[config.mk]
export PLATFORM = sky130hd
export DESIGN_NAME = aie_core
export DESIGN_NICKNAME = d
export VERILOG_FILES = /design/src/hdl/aie_core.v
export VERILOG_INCLUDE_DIRS = /design/src /design/src/hdl
export SDC_FILE = /design/constraint.sdc
export NUM_CORES = 1
export LEC_CHECK = 0
export ABC_AREA = 1
export BUFFER_PORTS_ARGS = -buffer_cell sky130_fd_sc_hd__buf_2
export CORE_MARGIN = 5
export CORE_UTILIZATION = 35
export CTS_CLUSTER_DIAMETER = 100
export DETAILED_ROUTE_END_ITERATION = 7
export GPL_ROUTABILITY_DRIVEN = 0
export PLACE_DENSITY_LB_ADDON = 0.1
export REMOVE_ABC_BUFFERS = 1
export SYNTH_ARGS = -nofsm -noshare
export SYNTH_HDL_FRONTEND = slang
export SYNTH_SLANG_ARGS = --single-unit
[constraint.sdc]
create_clock -name CLK -period 2.4 [get_ports CLK]
set_clock_uncertainty 0.1 [all_clocks]
set_input_delay 0.48 -clock CLK [delete_from_list [all_inputs] [get_ports CLK]]
set_output_delay 0.48 -clock CLK [all_outputs]
set_load 0.1 [all_outputs]
[src/hdl/aie_defs.vh]
// Constants for the add instruction execution block.
//
// Function
// [RULE1] The register add opcode adds the accumulator to the addressed file register and writes the sum to the accumulator when the destination bit is 0, else back to the file register.
// [RULE2] With the bank bit 0 the operand comes from the access bank, with it 1 the bank select pointer picks the general purpose file bank.
// [RULE3] With the bank bit 0 and the extended set enabled, operand addresses up to 95 use indexed literal offset addressing instead of the access bank.
// [RULE4] The add-with-carry opcode sums the accumulator, the file register and the current carry flag as one result.
// [RULE5] The add-with-carry result goes to the accumulator when the destination bit is 0 and to the file register when it is 1.
// [RULE6] The register add completes in one four-quarter cycle: decode, operand read, process, write to destination.
// [RULE7] The literal add opcode adds its low-byte literal to the accumulator in one cycle and updates all five arithmetic flags.
// [RULE8] Every add updates the negative, signed wrap, carry, half byte carry and zero flags from the result and its carries.
`ifndef AIE_DEFS_VH
`define AIE_DEFS_VH

`define AIE_OFS_ACC         8'h00
`define AIE_OFS_FLAGS       8'h04
`define AIE_OFS_BANK        8'h08
`define AIE_OFS_CTRL        8'h0c
`define AIE_OFS_IDXBASE     8'h10
`define AIE_OFS_EXEC        8'h14

`define AIE_FLG_C           0
`define AIE_FLG_DC          1
`define AIE_FLG_Z           2
`define AIE_FLG_OV          3
`define AIE_FLG_N           4
`define AIE_CTRL_EXT        0

`define AIE_RST_ACC         8'h00
`define AIE_RST_FLAGS       5'h00
`define AIE_RST_BANK        4'h0
`define AIE_RST_CTRL        1'b0
`define AIE_RST_IDXBASE     12'h000

`define AIE_OPC_LIT         8'h0f
`define AIE_OPC_ADDF        6'h09
`define AIE_OPC_ADDC        6'h08

`define AIE_ACCESS_LIMIT    8'h5f
`define AIE_ACCESS_HI_BANK  4'hf

`define AIE_Q1              2'h0
`define AIE_Q2              2'h1
`define AIE_Q3              2'h2
`define AIE_Q4              2'h3

`define AIE_KIND_NONE       2'h0
`define AIE_KIND_LIT        2'h1
`define AIE_KIND_ADDF       2'h2
`define AIE_KIND_ADDC       2'h3

`endif

[src/hdl/aie_core.v]
// Add instruction execution unit with an Avalon-MM register slave.
`timescale 1ns/10ps
`include "aie_defs.vh"

module aie_core (
    input  wire        CLK,
    input  wire        RST,
    input  wire        INSTR_VALID,
    input  wire [15:0] INSTR,
    output reg  [1:0]  QUARTER,
    output reg         EXEC_DONE,
    output reg  [11:0] DMEM_ADDR,
    output reg         DMEM_RD,
    input  wire [7:0]  DMEM_RDATA,
    output reg         DMEM_WR,
    output reg  [7:0]  DMEM_WDATA,
    input  wire [7:0]  AVS_ADDRESS,
    input  wire        AVS_READ,
    input  wire        AVS_WRITE,
    input  wire [31:0] AVS_WRITEDATA,
    input  wire [3:0]  AVS_BYTEENABLE,
    output reg  [31:0] AVS_READDATA,
    output reg         AVS_WAITREQUEST
);

    reg  [7:0]  acc_reg;
    reg  [4:0]  flags_reg;
    reg  [3:0]  bank_reg;
    reg         ext_reg;
    reg  [11:0] idxbase_reg;
    reg         busy_reg;
    reg  [1:0]  kind_reg;
    reg  [1:0]  last_kind_reg;
    reg         dest_reg;
    reg  [7:0]  operand_reg;
    reg  [7:0]  result_reg;
    reg  [4:0]  flags_hold_reg;
    reg  [4:0]  flags_next;
    reg  [7:0]  result_next;
    reg  [8:0]  sum_full;
    reg  [4:0]  sum_low;
    reg  [7:0]  addend;
    reg         carry_in;
    wire [1:0]  kind_next;
    wire        bus_ack;
    wire        bus_wr;
    wire [31:0] read_value;

    // Classifies an instruction word into one of the three adds, or none.
    function [1:0] add_kind;
        input [15:0] word;
        begin
            if (word[15:8] == `AIE_OPC_LIT) begin
                add_kind = `AIE_KIND_LIT; // [RULE7]
            end else if (word[15:10] == `AIE_OPC_ADDF) begin
                add_kind = `AIE_KIND_ADDF; // [RULE1]
            end else if (word[15:10] == `AIE_OPC_ADDC) begin
                add_kind = `AIE_KIND_ADDC; // [RULE4]
            end else begin
                add_kind = `AIE_KIND_NONE;
            end
        end
    endfunction

    // Resolves the 8-bit operand field and bank bit into a data memory address.
    function [11:0] file_address;
        input [7:0]  f;
        input        a;
        input [3:0]  bank;
        input        ext;
        input [11:0] base;
        begin
            if (a) begin
                file_address = {bank, f}; // [RULE2]
            end else if (ext && (f <= `AIE_ACCESS_LIMIT)) begin
                file_address = base + {4'h0, f}; // [RULE3]
            end else if (f <= `AIE_ACCESS_LIMIT) begin
                file_address = {4'h0, f}; // [RULE2]
            end else begin
                file_address = {`AIE_ACCESS_HI_BANK, f}; // [RULE2]
            end
        end
    endfunction

    // Reads the value a register offset shows; unmapped offsets read zero.
    function [31:0] reg_view;
        input [7:0] ofs;
        input [7:0] acc;
        input [4:0] flags;
        input [3:0] bank;
        input       ext;
        input [11:0] base;
        input       busy;
        input [1:0] last;
        input [7:0] res;
        begin
            case (ofs)
                `AIE_OFS_ACC:     reg_view = {24'h000000, acc};
                `AIE_OFS_FLAGS:   reg_view = {27'h0000000, flags};
                `AIE_OFS_BANK:    reg_view = {28'h0000000, bank};
                `AIE_OFS_CTRL:    reg_view = {31'h00000000, ext};
                `AIE_OFS_IDXBASE: reg_view = {20'h00000, base};
                `AIE_OFS_EXEC:    reg_view = {16'h0000, res, 5'h00, last, busy};
                default:          reg_view = 32'h00000000;
            endcase
        end
    endfunction

    assign kind_next  = add_kind(INSTR);
    // A request completes at the edge where waitrequest is seen low.
    assign bus_ack    = (AVS_READ || AVS_WRITE) && !AVS_WAITREQUEST;
    assign bus_wr     = AVS_WRITE && !AVS_WAITREQUEST && AVS_BYTEENABLE[0];
    assign read_value = reg_view(AVS_ADDRESS, acc_reg, flags_reg, bank_reg, ext_reg,
                                 idxbase_reg, busy_reg, last_kind_reg, result_reg);

    // Arithmetic for all three adds, formed during the processing quarter.
    always @* begin
        if (kind_reg == `AIE_KIND_LIT) begin
            addend = operand_reg;
        end else begin
            addend = DMEM_RDATA;
        end
        if (kind_reg == `AIE_KIND_ADDC) begin
            carry_in = flags_reg[`AIE_FLG_C]; // [RULE4]
        end else begin
            carry_in = 1'b0;
        end
        sum_full    = {1'b0, acc_reg} + {1'b0, addend} + {8'h00, carry_in}; // [RULE1] [RULE4] [RULE7]
        sum_low     = {1'b0, acc_reg[3:0]} + {1'b0, addend[3:0]} + {4'h0, carry_in};
        result_next = sum_full[7:0];
        flags_next  = flags_reg;
        flags_next[`AIE_FLG_C]  = sum_full[8]; // [RULE8]
        flags_next[`AIE_FLG_DC] = sum_low[4]; // [RULE8]
        flags_next[`AIE_FLG_Z]  = (sum_full[7:0] == 8'h00); // [RULE8]
        flags_next[`AIE_FLG_N]  = sum_full[7]; // [RULE8]
        flags_next[`AIE_FLG_OV] = (acc_reg[7] == addend[7]) && (sum_full[7] != acc_reg[7]); // [RULE8]
    end

    // Quarter sequencer and datapath. One instruction per four clocks.
    always @(posedge CLK) begin
        if (RST) begin
            QUARTER       <= `AIE_Q1;
            EXEC_DONE     <= 1'b0;
            DMEM_ADDR     <= 12'h000;
            DMEM_RD       <= 1'b0;
            DMEM_WR       <= 1'b0;
            DMEM_WDATA    <= 8'h00;
            busy_reg      <= 1'b0;
            kind_reg      <= `AIE_KIND_NONE;
            last_kind_reg <= `AIE_KIND_NONE;
            dest_reg      <= 1'b0;
            operand_reg   <= 8'h00;
            result_reg    <= 8'h00;
            flags_hold_reg <= `AIE_RST_FLAGS;
        end else begin
            QUARTER   <= QUARTER + 2'h1; // [RULE6]
            EXEC_DONE <= 1'b0;
            case (QUARTER)
                `AIE_Q1: begin
                    // Decode; the operand address goes out for the read quarter.
                    busy_reg <= INSTR_VALID && (kind_next != `AIE_KIND_NONE); // [RULE6]
                    kind_reg <= INSTR_VALID ? kind_next : `AIE_KIND_NONE;
                    dest_reg <= INSTR[9]; // [RULE1] [RULE5]
                    operand_reg <= INSTR[7:0];
                    DMEM_ADDR <= file_address(INSTR[7:0], INSTR[8], bank_reg, ext_reg,
                                              idxbase_reg);
                    DMEM_RD   <= INSTR_VALID && ((kind_next == `AIE_KIND_ADDF) ||
                                                 (kind_next == `AIE_KIND_ADDC)); // [RULE6]
                end
                `AIE_Q2: begin
                    DMEM_RD <= 1'b0;
                end
                `AIE_Q3: begin
                    // The memory answers one clock after the read strobe.
                    if (busy_reg) begin
                        result_reg <= result_next; // [RULE6]
                        flags_hold_reg <= flags_next; // [RULE8]
                        DMEM_WDATA <= result_next;
                        DMEM_WR    <= dest_reg && (kind_reg != `AIE_KIND_LIT); // [RULE1] [RULE5]
                    end
                end
                default: begin
                    DMEM_WR <= 1'b0;
                    if (busy_reg) begin
                        EXEC_DONE     <= 1'b1;
                        last_kind_reg <= kind_reg;
                    end
                    busy_reg <= 1'b0;
                end
            endcase
        end
    end

    // Accumulator and flags: the write quarter of an add wins over software.
    // Flags are captured with the sum in Q3, because memory data need not stand in Q4.
    always @(posedge CLK) begin
        if (RST) begin
            acc_reg   <= `AIE_RST_ACC;
            flags_reg <= `AIE_RST_FLAGS;
        end else begin
            if (busy_reg && (QUARTER == `AIE_Q4)) begin
                flags_reg <= flags_hold_reg; // [RULE8]
                if ((kind_reg == `AIE_KIND_LIT) || !dest_reg) begin
                    acc_reg <= result_reg; // [RULE1] [RULE5] [RULE7]
                end else if (bus_wr && (AVS_ADDRESS == `AIE_OFS_ACC)) begin
                    acc_reg <= AVS_WRITEDATA[7:0];
                end
            end else if (bus_wr && (AVS_ADDRESS == `AIE_OFS_ACC)) begin
                acc_reg <= AVS_WRITEDATA[7:0];
            end else if (bus_wr && (AVS_ADDRESS == `AIE_OFS_FLAGS)) begin
                flags_reg <= AVS_WRITEDATA[4:0];
            end
        end
    end

    // Configuration registers written only by software.
    always @(posedge CLK) begin
        if (RST) begin
            bank_reg    <= `AIE_RST_BANK;
            ext_reg     <= `AIE_RST_CTRL;
            idxbase_reg <= `AIE_RST_IDXBASE;
        end else if (AVS_WRITE && !AVS_WAITREQUEST) begin
            if (AVS_BYTEENABLE[0]) begin
                if (AVS_ADDRESS == `AIE_OFS_BANK) begin
                    bank_reg <= AVS_WRITEDATA[3:0];
                end
                if (AVS_ADDRESS == `AIE_OFS_CTRL) begin
                    ext_reg <= AVS_WRITEDATA[`AIE_CTRL_EXT];
                end
                if (AVS_ADDRESS == `AIE_OFS_IDXBASE) begin
                    idxbase_reg[7:0] <= AVS_WRITEDATA[7:0];
                end
            end
            if (AVS_BYTEENABLE[1] && (AVS_ADDRESS == `AIE_OFS_IDXBASE)) begin
                idxbase_reg[11:8] <= AVS_WRITEDATA[11:8];
            end
        end
    end

    // Avalon slave: one wait cycle per access, then a single low cycle.
    always @(posedge CLK) begin
        if (RST) begin
            AVS_WAITREQUEST <= 1'b1;
            AVS_READDATA    <= 32'h00000000;
        end else if (bus_ack) begin
            AVS_WAITREQUEST <= 1'b1;
        end else if (AVS_READ || AVS_WRITE) begin
            AVS_WAITREQUEST <= 1'b0;
            AVS_READDATA    <= AVS_READ ? read_value : 32'h00000000;
        end else begin
            AVS_WAITREQUEST <= 1'b1;
        end
    end

endmodule // aie_core

==> flow_metrics.py, run 1 <==
metrics = {
    "worst_hold_path": {
        "min-delay-path-class": "input pin to register",
    },
    "floorplan": {
        "core_area_sq_um": 14000,
        "rows": 43,
        "top_level_ports": 131,
        "die_w_um": 130,
        "die-area_sq_um": 16900,
        "initial_utilization_pct": 35.9,
        "die_h_um": 130,
    },
    "clock_network": {
        "root_buffer": "clkbuf_16",
        "clock_sinks": 90,
        "clk_path_buf_depth": 2,
        "cts_tree": "done",
        "clk_transition_reported_paths_ns": 0.08,
        "clock_latency_ns": 0.35,
        "cts-hold-fix-buffers": 0,
        "cts_buffers": 9,
        "cts_htree_levels": 3,
    },
    "yosys": {
        "synth_xor_area_share_pct": 0.348,
        "synth_cell_type_count": 40,
        "synth_largest_area_cell": "dfxtp_1",
        "synth_mux_area_share_pct": 0,
        "yosys.area_share.adder_pct": 5.92,
        "synth_ff_type": "dfxtp_1",
        "synth-async-reset-ratio_pct": 0,
        "synthesis.area_sq_um": 5030,
        "synth_top_family_by_area": "simple AND/OR/NAND/NOR gates",
        "yosysWarnings": 0,
        "syn_area_per_cell_sq_um": 6.77,
        "seq_area_frac_synth_pct": 35.8,
        "synth.area.top_cells": "dfxtp_1 (36%), nand2_1 (14%), a21oi_1 (7.0%)",
        "yosysMostFrequentCell": "nand2_1",
        "synth_top_area_share_pct": 35.8,
        "synth_cells": 743,
        "synth-compound-area-share_pct": 17.8,
        "synth_edf_count": 0,
        "synth-simple-area-share_pct": 29.1,
        "ys_ff_latch": 90,
        "yosys-top-cells-count": "nand2_1 (184), dfxtp_1 (90), inv_1 (82), a21oi_1 (70), o21ai_0 (61)",
    },
    "global_routing": {
        "grt_pass1_vias": 4804,
        "grt_pass1_wl_um": 24700,
        "grt-ovfl-total": 0,
        "grt_max_degree": 56,
        "track_usage_pct": 18.8,
        "antenna_found_initial": 1,
    },
    "final_layout": {
        "seq_area_sq_um": 1800,
        "num_antenna_cells": 0,
        "drive_gt1_share_pct": 19.3,
        "nets": 939,
        "largest_reg_flops": 16,
        "n_fill_cell": 1509,
        "area_growth_pct": 20.5,
        "multi_input_area_sq_um": 2780,
    },
    "place": {
        "io_buffers": 92,
        "hpwl_um": 12400,
        "dp_slack_ns": 0.0558,
    },
    "setup_path": {
        "crit_type": "register to register",
        "worst_path_most_repeated_cell": "inv_2",
        "critPathRequiredTime_ns": 2.59,
        "crit_arrival_ns": 2.53,
        "start_kind": "register",
        "cp_num_buf_inv": 4,
        "crit_slowest_cell": "fa_2",
        "crit_path_end_kind": "register",
        "crit_path_max_incr_delay_ns": 0.53,
        "crit_fanout": 3,
        "path_cells": "inv_2 -> nor2_4 -> buf_6 -> nand2_4 -> nand2_4 -> fa_2 -> inv_2 -> fa_2 -> inv_2 -> nor2_2 -> nand2_1 -> nor2_1 -> nand3_1 -> nor2_1 -> nand3_1 -> a21oi_2",
        "cp_top_family": "simple AND/OR/NAND/NOR gates",
    },
    "sta": {
        "clock.fmax_mhz": 428,
        "slew_headroom_pct": 62.9,
        "tightest_slew_ns": 0.550,
        "hold_violations": 0,
        "finalCriticalPeriod_ns": 2.34,
        "finalSetupTns_ns": 0,
        "setup_viol": 0,
        "fin_ws_ns": 0.0632,
        "report.final.slew_viol_count": 0,
        "rsz0062_at_grt": "true",
        "finalCritPeriodShare_pct": 97.4,
    },
    "status": {
        "status": "completed",
    },
    "route": {
        "drtIter0Drc": 370,
        "vias": 5207,
        "ant_nets": 0,
        "drt_pass1_iterations": 5,
        "route.detailed.drc": 0,
        "wl_per_cell_um": 15.5,
        "finalWirelength_um": 16000,
        "vias_per_cell": 5.06,
    },
    "pwr": {
        "ir_worst_vdd_uv": 360,
        "power_leakage_nw": 2.92,
        "powerDensity_nw_per_um2": 618,
    },
    "flow_run": {
        "max_cap_violations": 0,
    },
}
[worst paths after layout]
kind | slack [ns] | depth (start not counted) | from | endpoint
setup reg to reg | 0.06 | 16 | kind_reg[0] | flags_hold_reg[2]
hold / removal | 0.28 | 3 | INSTR[9] | dest_reg
setup / recovery | 0.06 | 16 | kind_reg[0] | flags_hold_reg[2]
hold reg to reg | 0.36 | 2 | AVS_READDATA[9] | AVS_READDATA[9]
[timing repair]
action	4_1_cts	5_1_grt
setup endpoints to repair	0	6
endpoints found under the hold margin	0	0
buffers inserted	0	4
gates resized for setup	0	24
[per-layer routing]
metal / part of all wire [%] / track usage [%]
met5: 0.044 / 0
met4: 2.2 / 6.42
met3: 6.3 / 4.05
met2: 43 / 29.1
met1: 48 / 25.9
[power breakdown]
part	internal, mW	total [mW]	switching (mW)
clock network	0.740	1.45	0.712
logic	0.142	0.707	0.565
registers	1.55	1.58	0.0376
total	2.43	3.74	1.31
[cells by family (layout without fill, tap and decap cells)]
family	count (synthesis)	in the layout
flip-flops	90	90
AND/OR/NAND/NOR	338	338
buffers and inverters	125	216
XOR/XNOR	2	2
other	1	16
adder cells (fa/ha/maj)	22	22
AO/OA/AOI/OAI	165	165
[through the flow]
step                      cells  hold slack (ns)  util [%]  area (sq um)  power [mW]
after CTS                  1025            0.269      42.7          5970        3.76
after detailed placement   1009            0.349      40.6          5680        2.32
final                      1029            0.276      43.3          6060        3.74
after floorplan             720            0.331         -          4860        2.13
after global placement     1009            0.349      40.6          5680        2.31
after global routing       1029            0.299      43.3          6060        3.89
[tightest hold or removal path, stage by stage]
cell and delay [ns]:
buf_2 0.09, nor2_1 0.04, nor2_1 0.08
[cell type report]
class | count | share of cell area, %
clock buffers | 9 | 3.72
clock inverters | 7 | 1.22
inverters | 87 | 5.39
multi-input cells | 543 | 45.9
flip-flops and latches | 90 | 29.8
well taps | 180 | 3.72
repair buffers | 113 | 10.3
[cell usage in the layout (no fill, tap or decap), types with 3 or more instances in the layout]
master	n
o22ai_1	5
inv_6	3
clkbuf_16	9
o21ai_0	60
nor2_1	57
nand4_1	11
a21oi_1	69
buf_4	19
dfxtp_1	88
nand2_4	3
nand2_1	181
conb_1	16
inv_1	77
nand3_1	60
buf_2	92
nor2_2	3
nand2_2	5
ha_1	18
a31oi_1	6
nor3_1	7
o211ai_1	14
inv_2	8
Power figures use the tool's default switching activity.
==> run 2, diff against run 1 <==
Settings changed: CORE_ASPECT_RATIO set to 0.7, TNS_END_PERCENT set to 10.
==> flow_metrics.py, run 2 (same netlist as run 1, synthesis figures left out) <==
metrics = {
    "setup_path": {
        "crit_path_max_incr_delay_ns": 0.53,
        "crit_type": "register to register",
        "ff2ff_setup_slack_ns": 0.08,
        "crit_path_end_kind": "register",
        "worst_path_most_repeated_cell": "inv_2",
        "r2r-start": "kind_reg[0]",
        "cp_num_buf_inv": 5,
        "cp_top_family": "adder cells",
        "path_cells": "inv_2 -> nor2_4 -> buf_6 -> inv_6 -> nand2_2 -> nand2_2 -> fa_2 -> inv_2 -> fa_2 -> inv_2 -> nor2_4 -> nand2_1 -> nor2_1 -> nand3_1 -> nor2_1 -> nand3_1 -> a21oi_1",
        "reg2reg_to": "flags_hold_reg[2]",
        "start_kind": "register",
        "critPathRequiredTime_ns": 2.58,
        "reg2reg_depth": 17,
        "crit_arrival_ns": 2.51,
        "crit_slowest_cell": "fa_2",
        "crit_fanout": 6,
    },
    "final_layout": {
        "largest_reg_flops": 16,
        "drive_gt1_share_pct": 19.8,
        "final_cell_mix": "nand2_1 (181), buf_2 (92), dfxtp_1 (88)",
        "nets": 943,
        "area_growth_pct": 22.1,
        "utilization_pct": 43.8,
        "num_antenna_cells": 0,
        "final_common_cell": "nand2_1",
    },
    "sta": {
        "tightest_slew_ns": 0.663,
        "finalSetupTns_ns": 0,
        "fin_ws_ns": 0.0750,
        "clock.fmax_mhz": 430,
        "finalCritPeriodShare_pct": 96.9,
        "slew_headroom_pct": 55.4,
        "setup_viol": 0,
        "hold_violations": 0,
        "timing.hold.ws_ns": 0.272,
        "finalCriticalPeriod_ns": 2.32,
        "report.final.slew_viol_count": 0,
        "rsz0062_at_grt": "true",
    },
    "route": {
        "wl_per_cell_um": 15.8,
        "finalWirelength_um": 16500,
        "ant_nets": 0,
        "vias_per_cell": 4.94,
        "route.detailed.drc": 0,
        "vias": 5157,
        "drtIter0Drc": 324,
        "drt_pass1_iterations": 5,
    },
    "global_routing": {
        "grt_pass1_vias": 4909,
        "grt-ovfl-total": 0,
        "met2_usage_pct": 27.9,
        "antenna_found_initial": 0,
        "track_usage_pct": 19.7,
        "met1_usage_pct": 29.3,
        "top_usage_layer": "met1",
        "grt_pass1_wl_um": 26200,
        "grt_max_degree": 56,
        "globalRouteMet3Util_pct": 5.38,
    },
    "clock_network": {
        "clk_transition_reported_paths_ns": 0.07,
        "cts_htree_levels": 3,
        "clock_latency_ns": 0.35,
        "cts_tree": "done",
        "clock_sinks": 90,
        "root_buffer": "clkbuf_16",
        "cts_buffers": 9,
        "cts-hold-fix-buffers": 0,
        "clk_path_buf_depth": 2,
    },
    "pwr": {
        "powerDensity_nw_per_um2": 606,
        "comb_power_share_pct": 19.6,
        "swShare_pct": 34.1,
        "p_int_mw": 2.45,
        "finalPower_mw": 3.72,
        "ir_worst_vdd_uv": 325,
        "switchingPower_mw": 1.27,
        "sequentialPowerShare_pct": 42.4,
        "power_leakage_nw": 2.94,
        "clockPowerShare_pct": 38.0,
    },
    "place": {
        "hpwl_um": 12900,
        "dp_slack_ns": -0.0208,
        "io_buffers": 92,
    },
    "floorplan": {
        "top_level_ports": 131,
        "die_h_um": 110,
        "initial_utilization_pct": 35.9,
        "die_w_um": 153,
        "rows": 36,
        "core_area_sq_um": 14000,
        "die-area_sq_um": 16900,
    },
    "status": {
        "status": "completed",
    },
    "worst_hold_path": {
        "hold_end": "dest_reg",
        "whs_path_depth": 3,
        "min_from": "INSTR[9]",
        "min-delay-path-class": "input pin to register",
    },
    "flow_run": {
        "max_cap_violations": 0,
    },
}
run 2: changes by cell type in the layout (fill, tap and decap cells not counted), moves of 2 or more:
cell,change
nand2_4,-2
ha_4,+3
buf_4,+4
inv_2,-2
ha_1,-2
nand2_2,+2
run 2: worst min-delay path: cells and delay by family:
| kind | cells | cell delay, ns |
|---|---|---|
| simple gates | 2 | 0.12 |
| buf+inv | 1 | 0.09 |
run 2: worst max-delay path by stage:
stage / cells after the start / slack, ns / to / startpoint
3_5_place_dp: 16 / -0.02 / flags_hold_reg[2] / kind_reg[0]
4_1_cts: 17 / 0.01 / flags_hold_reg[2] / kind_reg[0]
6_report: 17 / 0.08 / flags_hold_reg[2] / kind_reg[0]
5_1_grt: 17 / -0.09 / flags_hold_reg[2] / kind_reg[0]
3_3_place_gp: 17 / 0.03 / flags_hold_reg[2] / kind_reg[0]
2_1_floorplan: 6 / -0.07 / AVS_READDATA[1] / AVS_WAITREQUEST
run 2: layout make-up:
class                           count  area [sq um]
Multi-Input combinational cell    543          2810
Timing Repair Buffer              117           664
Sequential cell                    90          1800
Clock buffer                       10           239
Tap cell                          190           238
Clock inverter                      6          55.1
Inverter                           87           332
Fill cell                        1484          7870
run 2: metrics by stage:
stage          instances  cell area (sq um)
2_1_floorplan        720               4860
3_3_place_gp        1025               5750
3_5_place_dp        1025               5750
4_1_cts             1041               6040
5_1_grt             1043               6140
6_report            1043               6140
run 2: power by group through the flow:
stage	sequential [mW]	combinational (mW)	clock [mW]
after CTS	1.58	0.723	1.45
after detailed placement	1.61	0.719	0
final	1.58	0.730	1.41
after global placement	1.61	0.714	0
after floorplan	1.82	0.302	0
after global routing	1.59	0.782	1.52
run 2: what timing repair did:
item	4_1_cts	5_1_grt
setup buffers	0	2
resized for setup	2	25
endpoints found under the hold margin	0	0
setup endpoints to repair	1	10
pin swaps	0	8
run 2: layer usage:
metal,vias to the layer above,share of wire (%)
met1,2325,52
met5,-,0
met2,184,39
met3,23,7.7
li1,2625,-
met4,0,1.6
==> run 3, diff against run 2 <==
--- a/config.mk
+++ b/config.mk
@@ -21,2 +21 @@
 export SYNTH_SLANG_ARGS = --single-unit
-export TNS_END_PERCENT = 10
==> constraint.sdc (replaced) <==
create_clock -name CLK -period 2.4 [get_ports CLK]
set_clock_uncertainty 0.1 [all_clocks]
set_input_delay 0.6 -clock CLK [delete_from_list [all_inputs] [get_ports CLK]]
set_output_delay 0.6 -clock CLK [all_outputs]
set_load 0.1 [all_outputs]
==> flow_metrics.py, run 3 (same netlist as run 1, synthesis figures left out) <==
metrics = {
    "status": {
        "status": "completed",
    },
    "route": {
        "finalWirelength_um": 16700,
        "drt_pass1_iterations": 5,
        "route.detailed.drc": 0,
        "vias_per_cell": 5.05,
        "drtIter0Drc": 341,
        "ant_nets": 0,
        "vias": 5288,
        "wl_per_cell_um": 15.9,
    },
    "setup_path": {
        "crit_slowest_cell": "fa_2",
        "worst_path_most_repeated_cell": "inv_2",
        "crit_type": "register to register",
        "path_cells": "inv_2 -> nor2_4 -> buf_6 -> inv_8 -> nand2_4 -> nand2_4 -> fa_2 -> inv_2 -> fa_2 -> inv_2 -> nor2_2 -> nand2_1 -> nor2_1 -> nand3_1 -> nor2_1 -> nand3_1 -> a21oi_2",
        "cp_top_family": "adder cells",
        "crit_path_end_kind": "register",
        "reg2reg_depth": 17,
        "cp.depth": 17,
        "crit_fanout": 7,
        "crit_path_max_incr_delay_ns": 0.53,
        "critPathRequiredTime_ns": 2.60,
        "start_kind": "register",
        "crit_arrival_ns": 2.54,
        "cp_num_buf_inv": 5,
    },
    "sta": {
        "finalCriticalPeriod_ns": 2.34,
        "hold_violations": 0,
        "slew_headroom_pct": 57.0,
        "finalCritPeriodShare_pct": 97.6,
        "report.final.slew_viol_count": 0,
        "rsz0062_at_grt": "true",
        "tightest_slew_ns": 0.638,
        "setup_viol": 0,
        "clock.fmax_mhz": 427,
    },
    "place": {
        "dpl_cell_area_sq_um": 5770,
        "hpwl_um": 13000,
        "io_buffers": 92,
        "dp.cells": 1028,
    },
    "global_routing": {
        "grt_pass1_vias": 4881,
        "track_usage_pct": 19.8,
        "grt-ovfl-total": 0,
        "antenna_found_initial": 0,
        "grt_pass1_wl_um": 26100,
        "grt_max_degree": 56,
    },
    "final_layout": {
        "nets": 948,
        "utilization_pct": 44.4,
        "largest_reg_flops": 16,
        "area_growth_pct": 23.6,
        "finalInstanceArea_sq_um": 6210,
        "num_antenna_cells": 0,
        "final_cell_mix": "nand2_1 (180), buf_2 (92), dfxtp_1 (88)",
        "layout.cells.non_filler": 1047,
        "final_common_cell": "nand2_1",
        "drive_gt1_share_pct": 20.7,
    },
    "clock_network": {
        "clk_path_buf_depth": 2,
        "cts_buffers": 9,
        "clk_transition_reported_paths_ns": 0.07,
        "cts_htree_levels": 3,
        "root_buffer": "clkbuf_16",
        "clock_latency_ns": 0.36,
        "clock_sinks": 90,
        "cts_tree": "done",
        "cts-hold-fix-buffers": 0,
    },
    "pwr": {
        "ir_worst_vdd_uv": 400,
        "power_leakage_nw": 2.99,
        "powerDensity_nw_per_um2": 610,
    },
    "floorplan": {
        "rows": 36,
        "top_level_ports": 131,
        "die_w_um": 153,
        "die_h_um": 110,
        "core_area_sq_um": 14000,
        "die-area_sq_um": 16900,
        "initial_utilization_pct": 35.9,
    },
    "flow_run": {
        "max_cap_violations": 0,
    },
    "worst_hold_path": {
        "whs_path_depth": 2,
        "min-delay-path-class": "register to register",
    },
}
-- run 3: area by class of cell --
cell class,count,area (sq um)
fill,1466,7790
timing repair buffer,122,702
sequential,90,1800
inverter,87,334
clock buffer,9,225
clock inverter,6,73.8
tap,190,238
multi-input combinational,543,2840
-- run 3: repair_timing --
action	4_1_cts	5_1_grt
setup buffers	0	4
pin swaps	0	10
resized for setup	1	32
setup endpoints to repair	1	9
-- run 3: worst reg2reg max path: stages, from the launching register on --
cell and delay [ns]:
dfxtp_2 0.31, inv_2 0.07, nor2_4 0.04, buf_6 0.13
inv_8 0.07, nand2_4 0.05, nand2_4 0.07, fa_2 0.20
inv_2 0.04, fa_2 0.53, inv_2 0.03, nor2_2 0.08
nand2_1 0.06, nor2_1 0.09, nand3_1 0.08, nor2_1 0.10
nand3_1 0.09, a21oi_2 0.14
-- run 3: path summary, 6_finish.rpt --
path	from	end	slack, ns
max	kind_reg[0]	flags_hold_reg[2]	0.06
min	AVS_READDATA[12]	AVS_READDATA[12]	0.36
max reg2reg	kind_reg[0]	flags_hold_reg[2]	0.06
min reg2reg	AVS_READDATA[12]	AVS_READDATA[12]	0.36
-- run 3: routing by layer --
metal  GRT usage [%]  vias up  wire length, um
met3            5.77       18             1380
li1                -     2640                -
met1            29.1     2422             8510
met2            28.5      208             6600
met4            4.83        0              216
met5               0        -                0
-- run 3: power by group --
group	internal, mW	switching, mW	total, mW
clock network	0.819	0.660	1.48
logic	0.155	0.578	0.733
registers	1.55	0.0335	1.58
-- run 3: metrics by stage --
stage	power, mW	setup TNS, ns	hold slack (ns)	setup slack (ns)
floorplan	2.13	-0.227	0.331	-0.0655
global placement	2.33	-0.0365	0.353	-0.0365
detailed placement	2.33	-0.0494	0.355	-0.0494
CTS	3.81	0	0.367	0.0135
global route	3.95	-0.0839	0.383	-0.0711
finish	3.79	0	0.364	0.0573
